**src/common/cmt_defines.vh**
```
`ifndef CMT_DEFINES_VH
`define CMT_DEFINES_VH
`define CMT_I2C_ADDR        7'h45
`define CMT_REG_SETUP       8'h00
`define CMT_REG_STATUS      8'h01
`define CMT_SETUP_MASK      8'h3F
`define CMT_STATUS_WR_MASK  8'h03
`define CMT_SETUP_RESET     8'h00
`define CMT_STATUS_RESET    8'h01
`define CMT_BIT_CHEM        5
`define CMT_BIT_VSEL        4
`define CMT_BIT_GREEN       3
`define CMT_BIT_RED         2
`define CMT_TIMER_HOURS_X10 56
`define CMT_CLK_HZ          40000000
`define CMT_TIMER_CYCLES    (`CMT_TIMER_HOURS_X10 * 40'd360 * `CMT_CLK_HZ)
`endif

```
**src/core/cmt_safety_timer.v**
```verilog
`timescale 1ns/1ps
`default_nettype none
module cmt_safety_timer #(
	parameter [39:0] CYCLES = 40'd806400000000
) (
	input  wire clock,
	input  wire rst,
	input  wire run,
	input  wire clear,
	output reg  expired_ff
);
	reg [39:0] count_ff;
	always @(posedge clock or posedge rst) begin
		if (rst) begin
			count_ff   <= 40'h0000000000;
			expired_ff <= 1'b0;
		end else if (clear) begin
			count_ff   <= 40'h0000000000;
			expired_ff <= 1'b0;
		end else if (run && !expired_ff) begin
			count_ff <= count_ff + 40'h0000000001;
			if (count_ff == CYCLES - 40'h0000000001)
				expired_ff <= 1'b1;
		end
	end
endmodule
`default_nettype wire

```
**src/core/cmt_i2c_slave.v**
```verilog
`timescale 1ns/1ps
`default_nettype none
`include "cmt_defines.vh"
// Byte-level I2C slave; scl/sda sampled on the system clock.
module cmt_i2c_slave (
	input  wire       clock,
	input  wire       rst,
	input  wire       scl_in,
	input  wire       sda_in,
	output reg        sda_oe_ff,
	output reg        wr_stb_ff,
	output reg  [7:0] wr_addr_ff,
	output reg  [7:0] wr_data_ff,
	output wire [7:0] rd_addr,
	input  wire [7:0] rd_data
);
	localparam [2:0] S_IDLE = 3'd0, S_DEV = 3'd1, S_ACK = 3'd2, S_REG = 3'd3,
		S_DATA = 3'd4, S_TX = 3'd5, S_MACK = 3'd6;
	reg [2:0] st_ff;
	reg       scl_d_ff, sda_d_ff;
	reg [7:0] sh_ff;
	reg [3:0] cnt_ff;
	reg [7:0] ptr_ff;
	reg [2:0] after_ff;
	wire scl_rise = scl_in && !scl_d_ff;
	wire scl_fall = !scl_in && scl_d_ff;
	wire start    = scl_in && scl_d_ff && sda_d_ff && !sda_in;
	wire stop     = scl_in && scl_d_ff && !sda_d_ff && sda_in;
	assign rd_addr = ptr_ff;
	always @(posedge clock or posedge rst) begin
		if (rst) begin
			st_ff <= S_IDLE; scl_d_ff <= 1'b1; sda_d_ff <= 1'b1;
			sh_ff <= 8'h00; cnt_ff <= 4'h0; ptr_ff <= 8'h00;
			after_ff <= S_IDLE; sda_oe_ff <= 1'b0; wr_stb_ff <= 1'b0;
			wr_addr_ff <= 8'h00; wr_data_ff <= 8'h00;
		end else begin
			scl_d_ff  <= scl_in;
			sda_d_ff  <= sda_in;
			wr_stb_ff <= 1'b0;
			if (start) begin // Repeated start allowed
				st_ff <= S_DEV; cnt_ff <= 4'h0; sda_oe_ff <= 1'b0;
			end else if (stop) begin
				st_ff <= S_IDLE; sda_oe_ff <= 1'b0;
			end else begin
				case (st_ff)
				S_DEV, S_REG, S_DATA: begin
					if (scl_rise) begin
						sh_ff  <= {sh_ff[6:0], sda_in};
						cnt_ff <= cnt_ff + 4'h1;
					end else if (scl_fall && cnt_ff == 4'h8) begin
						cnt_ff <= 4'h0;
						if (st_ff == S_DEV) begin
							if (sh_ff[7:1] == `CMT_I2C_ADDR) begin
								sda_oe_ff <= 1'b1;
								after_ff  <= sh_ff[0] ? S_TX : S_REG;
								st_ff     <= S_ACK;
							end else
								st_ff <= S_IDLE;
						end else if (st_ff == S_REG) begin
							ptr_ff <= sh_ff; sda_oe_ff <= 1'b1;
							after_ff <= S_DATA; st_ff <= S_ACK;
						end else begin
							wr_stb_ff <= 1'b1; wr_addr_ff <= ptr_ff;
							wr_data_ff <= sh_ff; ptr_ff <= ptr_ff + 8'h01;
							sda_oe_ff <= 1'b1; after_ff <= S_DATA; st_ff <= S_ACK;
						end
					end
				end
				S_ACK: if (scl_fall) begin
					st_ff <= after_ff;
					if (after_ff == S_TX) begin
						sh_ff <= rd_data; cnt_ff <= 4'h0;
						sda_oe_ff <= !rd_data[7];
					end else
						sda_oe_ff <= 1'b0;
				end
				S_TX: if (scl_fall) begin
					if (cnt_ff == 4'h7) begin
						sda_oe_ff <= 1'b0; st_ff <= S_MACK;
						ptr_ff <= ptr_ff + 8'h01;
					end else begin
						sh_ff <= {sh_ff[6:0], 1'b0};
						sda_oe_ff <= !sh_ff[6];
						cnt_ff <= cnt_ff + 4'h1;
					end
				end
				S_MACK: if (scl_rise) begin
					st_ff <= sda_in ? S_IDLE : S_ACK;
					after_ff <= S_TX;
				end
				default: st_ff <= S_IDLE;
				endcase
			end
		end
	end
endmodule
`default_nettype wire

```
**src/core/cmt_charger_ctrl.v**
```verilog
`timescale 1ns/1ps
`default_nettype none
`include "cmt_defines.vh"
module cmt_charger_ctrl #(
	parameter [39:0] TIMER_CYCLES = `CMT_TIMER_CYCLES
) (
	input  wire       clock,
	input  wire       rst,
	input  wire       scl_in,
	input  wire       sda_in,
	output wire       sda_out,
	output wire       sda_oe,
	input  wire       battery_present_n,
	input  wire       charger_enable,
	input  wire       timer_bypass_n,
	input  wire       adapter_ok,
	input  wire       precharge_done,
	input  wire       voltage_reached,
	input  wire       eoc_current_reached,
	input  wire       recharge_needed,
	input  wire       battery_above_retention,
	output reg        fixed_regulator_mode,
	output reg        charger_on,
	output reg        cc_phase,
	output reg        cv_only,
	output reg  [9:0] charge_current_ma,
	output reg        vreg_high,
	output reg  [1:0] eoc_select,
	output reg        red_led_n_oe,
	output reg        green_led_n_oe
);
	localparam [2:0] C_OFF = 3'd0, C_PRE = 3'd1, C_CC = 3'd2, C_CV = 3'd3,
		C_MAINT = 3'd4, C_FAULT = 3'd5, C_NIMH = 3'd6;
	reg [2:0] st_ff, nxt_st;
	reg [5:0] setup_ff;
	reg [1:0] eoc_sel_ff;
	reg       maint_seen_ff;
	wire      timer_expired;
	wire      wr_stb;
	wire [7:0] wr_addr, wr_data, rd_addr;
	reg  [7:0] rd_data;
	wire       chem_nimh = setup_ff[`CMT_BIT_CHEM];
	wire       active = !battery_present_n && charger_enable && adapter_ok;
	// Nickel charging counts as charging, so status bit and LED agree
	wire       red_st = ((st_ff == C_PRE || st_ff == C_CC || st_ff == C_CV) && !maint_seen_ff) ||
		(st_ff == C_NIMH);
	wire       grn_st = (st_ff == C_MAINT) ||
		((st_ff == C_CC || st_ff == C_CV || st_ff == C_PRE) && maint_seen_ff);

	function [9:0] code_to_ma;
		input [3:0] code;
		begin
			if (code > 4'h9)
				code_to_ma = 10'd950;
			else
				code_to_ma = 10'd500 + {6'd0, code} * 10'd50;
		end
	endfunction

	cmt_i2c_slave u_i2c (
		.clock      (clock),
		.rst        (rst),
		.scl_in     (scl_in),
		.sda_in     (sda_in),
		.sda_oe_ff  (sda_oe),
		.wr_stb_ff  (wr_stb),
		.wr_addr_ff (wr_addr),
		.wr_data_ff (wr_data),
		.rd_addr    (rd_addr),
		.rd_data    (rd_data)
	);
	assign sda_out = 1'b0;

	// Timer runs only in lithium constant current; cleared on leaving it
	cmt_safety_timer #(.CYCLES(TIMER_CYCLES)) u_timer (
		.clock      (clock),
		.rst        (rst),
		.run        (st_ff == C_CC && !chem_nimh),
		.clear      (st_ff != C_CC),
		.expired_ff (timer_expired)
	);

	always @* begin
		case (rd_addr)
		`CMT_REG_SETUP:  rd_data = {2'b00, setup_ff};
		`CMT_REG_STATUS: rd_data = {4'h0, grn_st, red_st, eoc_sel_ff};
		default:         rd_data = 8'h00;
		endcase
	end

	// Registers lost on reset or when battery drops below retention level
	always @(posedge clock or posedge rst) begin
		if (rst) begin
			setup_ff   <= 6'h00;
			eoc_sel_ff <= 2'b01;
		end else if (!battery_above_retention) begin
			setup_ff   <= 6'h00;
			eoc_sel_ff <= 2'b01;
		end else if (wr_stb) begin
			if (wr_addr == `CMT_REG_SETUP)
				setup_ff <= wr_data[5:0];
			else if (wr_addr == `CMT_REG_STATUS)
				eoc_sel_ff <= wr_data[1:0];
		end
	end

	always @* begin
		nxt_st = st_ff;
		if (!active)
			nxt_st = C_OFF;
		else begin
			case (st_ff)
			C_OFF:   nxt_st = chem_nimh ? C_NIMH : C_PRE;
			C_PRE:   if (precharge_done) nxt_st = C_CC;
			C_CC: begin
				if (timer_expired)
					nxt_st = timer_bypass_n ? C_FAULT : C_MAINT;
				else if (voltage_reached)
					nxt_st = C_CV;
			end
			C_CV:    if (eoc_current_reached) nxt_st = C_MAINT;
			C_MAINT: if (recharge_needed) nxt_st = C_PRE;
			C_FAULT: nxt_st = C_FAULT;
			C_NIMH:  nxt_st = C_NIMH;
			default: nxt_st = C_OFF;
			endcase
			if (st_ff != C_FAULT && st_ff != C_OFF && (chem_nimh != (st_ff == C_NIMH)))
				nxt_st = C_OFF;
		end
	end

	always @(posedge clock or posedge rst) begin
		if (rst) begin
			st_ff         <= C_OFF;
			maint_seen_ff <= 1'b0;
		end else begin
			st_ff <= nxt_st;
			if (!active)
				maint_seen_ff <= 1'b0;
			else if (st_ff == C_MAINT)
				maint_seen_ff <= 1'b1;
		end
	end

	always @(posedge clock or posedge rst) begin
		if (rst) begin
			fixed_regulator_mode <= 1'b1;
			charger_on           <= 1'b0;
			cc_phase             <= 1'b0;
			cv_only              <= 1'b0;
			charge_current_ma    <= 10'd500;
			vreg_high            <= 1'b0;
			eoc_select           <= 2'b01;
			red_led_n_oe         <= 1'b0;
			green_led_n_oe       <= 1'b0;
		end else begin
			fixed_regulator_mode <= battery_present_n && charger_enable;
			charger_on <= active && st_ff != C_OFF && st_ff != C_FAULT;
			// Same gating as charger_on, so a dropped enable never shows CC
			cc_phase   <= active && st_ff == C_CC && !chem_nimh;
			cv_only    <= chem_nimh;
			charge_current_ma <= code_to_ma(setup_ff[3:0]);
			vreg_high  <= setup_ff[`CMT_BIT_VSEL];
			eoc_select <= eoc_sel_ff;
			if (battery_present_n) begin
				red_led_n_oe   <= 1'b0;
				green_led_n_oe <= 1'b0;
			end else if (!charger_enable) begin
				red_led_n_oe   <= 1'b0;
				green_led_n_oe <= 1'b1;
			end else if (st_ff == C_FAULT) begin
				red_led_n_oe   <= 1'b1;
				green_led_n_oe <= 1'b1;
			end else begin
				red_led_n_oe   <= red_st;
				green_led_n_oe <= grn_st;
			end
		end
	end
endmodule
`default_nettype wire

```
**config.mk**
```make
export PLATFORM = sky130hd
export DESIGN_NAME = cmt_charger_ctrl
export DESIGN_NICKNAME = d
export VERILOG_FILES = /design/src/core/cmt_safety_timer.v /design/src/core/cmt_i2c_slave.v /design/src/core/cmt_charger_ctrl.v
export VERILOG_INCLUDE_DIRS = /design/src /design/src/common
export SDC_FILE = /design/constraint.sdc
export NUM_CORES = 1
export LEC_CHECK = 0
export BUFFER_PORTS_ARGS = -buffer_cell sky130_fd_sc_hd__buf_4
export CAP_MARGIN = 30
export CORE_MARGIN = 4
export CORE_UTILIZATION = 60
export DETAILED_ROUTE_END_ITERATION = 10
export PLACE_DENSITY_LB_ADDON = 0.1
export SYNTH_ARGS = -nofsm -noshare
export SYNTH_HDL_FRONTEND = slang
export SYNTH_HIERARCHICAL = 1
export SYNTH_SLANG_ARGS = --single-unit
export TNS_END_PERCENT = 100
```
**constraint.sdc**
```tcl
create_clock -name clock -period 6.53 [get_ports clock]
set_input_delay 0 -clock clock [delete_from_list [all_inputs] [get_ports clock]]
set_output_delay 0 -clock clock [all_outputs]
set_load 0.01 [all_outputs]
```
; ---- Word-level counts from Yosys, hierarchy flattened
; Index checks and enable logic that the tools add are counted.
; Widths: inputs -> output; s select.
[totals]
latchBits = 0
mem_count = 0
rom_bits = 0
output_inout_bits = 21
in_bits = 13
regBits = 116
ramBits = 0
word_cells = 243
[classes]
bitwise = 5
n_mux = 91
add_sub_neg = 4
magnitude_cmp = 1
n_eq_ne = 55
div_mod_pow = 0
reduce_logical = 60
mul = 1
shifts = 0
[ops]
columns = cell, n
row1 = $mux 8, 11
row2 = $mux 40, 2
row3 = $mux 3, 22
row4 = $add 40x1->40 const B, 1
row5 = $eq 40x40->1 const B, 1
row6 = $mux 4, 8
row7 = $mux 1, 29
row8 = $ne 2x1->1 const B, 12
row9 = $ne 4x1->1 const B, 6
row10 = $pmux 8 s3, 1
row11 = $eq 3x3->1 const B, 7
row12 = $logic_and 1x1->1, 21
row13 = $pmux 3 s7, 1
row14 = $reduce_and 7->1, 3
row15 = $mux 6, 3
row16 = $eq 8x1->1 const B, 2
row17 = $logic_not 8->1, 2
row18 = $pmux 8 s2, 1
row19 = $reduce_and 8->1, 2
row20 = $mux 2, 7
row21 = $eq 3x2->1 const B, 4
row22 = $ne 4x3->1 const B, 3
row23 = $pmux 3 s4, 1
row24 = $pmux 4 s3, 1
row25 = 34 further kinds, 66

; ---- Longest topological paths before layout
[depth]
ltp_word = 9
mapped_depth = 10

; ---- Hierarchy
; Netlist, hierarchy kept.
[modules_own_cells]
columns = mod, area_each_um2, cells_per_inst, n_inst, seq_area_each_um2
row1 = cmt_i2c_slave, 2648.8, 255, 1, 1153.6
row2 = cmt_safety_timer, 2421.1, 258, 1, 1026.0
row3 = cmt_charger_ctrl, 1731.7, 174, 1, 762.0

; ---- Least setup slack after synthesis
; Ideal clock, no wire load.
[synth_timing]
path_type = register to register
startpoint = register st_ff[2] (netlist name)
endpoint = register u_timer.count_ff[32]
path_slack_ns = 3.928
stages_incl_launch_ff = 10
setup_ns = 0.125
t_arrival_ns = 2.477
n_path_buf = 3
synth_period_minus_slack_ns = 2.602
path_cell_list = dfrtp_1 -> buf_6 -> or3b_1 -> buf_2 -> nor2_1 -> nand4b_1 -> or3_1 -> clkbuf_1 -> nor4_1 -> mux2_2
[synth_rtl]
columns = element, line
row1 = "end signal, assigned", cmt_safety_timer.v:21  ; count_ff <= count_ff + 40'h0000000001;
row2 = "end, declared", cmt_safety_timer.v:12  ; reg [39:0] count_ff;

==> impl_metrics.tcl <==
set metrics [dict create \
    drc 0 \
    rsz0062_at_grt "false" \
    fin_hold_ws_ps 117.8 \
    synth_area_per_cell_um2 9.852 \
    antenna_found_initial 0 \
    drv_slew 0 \
    cellPowerDensity_nw_per_um2 247.8 \
    cts_buffer_depth 2 \
    drive_gt1_share_pct 18.96 \
    routabilityCongestion 0.8648 \
    root_buffer "clkbuf_8" \
    crit_required_ps 6970 \
    first_pass_iters 5 \
    hold_violations 0 \
    clkPwrFrac_pct 46.2 \
    startpoint_type "flop" \
    detail-route-antenna-nets 0 \
    dp_hpwl_mm 10.00 \
    internal-power_uw 1413 \
    status "completed" \
    r2r_start "st_ff[1]$_DFFE_PP0P_" \
    n_fill_cell 800 \
    leakage_uw 0.003393 \
    grt_pass1_wl_mm 24.93 \
    slew_headroom_pct 36.81 \
    netlist_instances 683 \
    vias_per_cell 6.300 \
    drt_wl_total_mm 14.96 \
    path_class "flop to flop" \
    worstPathMaxFanout 19 \
    die_h_um 113.9 \
    min_period_ps 3305 \
    vias 5500 \
    grt_max_degree 57 \
    yosys_warnings 6 \
    fp.coreArea_um2 10890 \
    ctsHoldBuffers 15 \
    r2r-end "u_timer/count_ff[17]$_DFFE_PP0P_" \
    power_frac_seq_pct 43.7 \
    clock_latency_ps 520 \
    htreeDepth 4 \
    start_util_pct 61.80 \
    cp-end-kind "flop" \
    area_delta_synth_final_pct 14.37 \
    dieWidth_um 113.9 \
    timing.final.crit_share_pct 50.61 \
    syn_area_um2 6729 \
    setup_viol 0 \
    cts_setup_buffers 0 \
    diodes 0 \
    p_comb_share_pct 10.1 \
    fin_tns_setup_ps 0 \
    nNetsFinal 751 \
    post_drt_wl_per_cell_um 17.14 \
    first_global_vias 5237 \
    regArea_um2 2892 \
    clkSlewWorstSetupHoldPaths_ps 60 \
    drv_cap 0 \
    cts-buffers-inserted 17 \
    max_freq_ghz 0.3026 \
    dieArea_um2 12970 \
    reg2reg_slack_ps 3220 \
    top_level_ports 34 \
    p_sw_uw 494.7 \
    num_rows 38 \
    crit_arrival_ps 3750 \
    ff2ff_path_depth 6 \
    ctsResizeCount 0 \
    multi_input_area_um2 3553 \
    dr.first_iter.drc_count 449 \
    grt_overflow 0 \
    tightest_slew_ps 944.4 \
    min_path_type "input pin to async pin" \
    grtUsageTotal_pct 23.76 \
    vdd_ir_drop_max_mv 0.2293 \
    clock_sinks 115 \
    cts_tree "yes" \
    swShare_pct 25.93 \
    io_buffer_count 31 \
    skew_ps 6.781 \
]
sequential cells by signal, summed over array words and instances (netlist names), 2 cells and up:
name,flops
u_i2c/st_ff,3
setup_ff,6
u_timer/count_ff,40
u_i2c/wr_addr_ff,8
u_i2c/sh_ff,8
charge_current_ma,9
eoc_select,2
u_i2c/wr_data_ff,6
eoc_sel_ff,2
u_i2c/after_ff,3
u_i2c/cnt_ff,4
u_i2c/rd_addr,8
st_ff,3
layout by cell type, fill, tap and decap left out, types with 15 or more instances in the layout:
master and n:
a21oi_1 38, buf_4 35, clkbuf_16 16, dfrtp_1 104, dlygate4sd3_1 15, ha_1 17
inv_1 17, mux2_2 39, nand2_1 57, nand3_1 24, nand4_1 16, nor2_1 51
nor2b_1 22, nor4_1 19, o21ai_0 23
power by group through the flow:
| stage | combinational [uW] | sequential [uW] | clock, uW |
|---|---|---|---|
| floorplan | 144 | 816 | 0 |
| global placement | 177 | 840 | 0 |
| detailed placement | 185 | 843 | 0 |
| CTS | 192 | 832 | 889 |
| global route | 214 | 842 | 922 |
| finish | 192 | 834 | 881 |
worst max-delay path, stage by stage (launching register included):
cell and delay [ps]:
dfrtp_1 700, or3b_1 440, nor2_1 170, nor2b_1 690, o2111ai_1 440, or4_1 630, a21oi_1 160
final cells by class:
type | instances | share of cell area, %
tap | 140 | 2.276
timing repair buffer | 52 | 5.869
multi-input combinational | 517 | 46.17
clock buffer | 22 | 5.885
sequential | 115 | 37.57
inverter | 17 | 0.8291
clock inverter | 10 | 1.398
worst max path at each step:
stage	from	to	slack, ps	depth (start not counted)
after floorplan	st_ff[2]$_DFFE_PP0P_	u_timer/count_ff[32]$_DFFE_PP0P_	3930	9
after global placement	st_ff[1]$_DFFE_PP0P_	u_timer/count_ff[17]$_DFFE_PP0P_	3510	6
after detailed placement	st_ff[1]$_DFFE_PP0P_	u_timer/count_ff[17]$_DFFE_PP0P_	3350	6
after CTS	st_ff[1]$_DFFE_PP0P_	u_timer/count_ff[17]$_DFFE_PP0P_	3350	6
after global routing	st_ff[1]$_DFFE_PP0P_	u_timer/count_ff[17]$_DFFE_PP0P_	3010	6
final	st_ff[1]$_DFFE_PP0P_	u_timer/count_ff[17]$_DFFE_PP0P_	3220	6
through the flow:
| stage | cell area [um^2] | total power (uW) | worst slack [ps] | std cells | util [%] |
|---|---|---|---|---|---|
| finish | 7696 | 1907 | 3225 | 873 | 70.68 |
| global route | 7696 | 1979 | 3012 | 873 | 70.68 |
| CTS | 7696 | 1914 | 3346 | 873 | 70.68 |
| detailed placement | 6985 | 1028 | 3352 | 826 | 64.16 |
| global placement | 6947 | 1017 | 3507 | 824 | 63.80 |
| floorplan | 6744 | 960.3 | 3928 | 687 | - |
metal layers:
layer  routed length [um]  global-route usage (%)  up-vias
met5                    0                       0        -
met4                  280                   8.709        0
met3                  831                   5.517       33
met2                 7099                   37.42      183
met1                 6752                   32.31     2684
li1                     -                       -     2600
(Power assumes the default switching activity.)
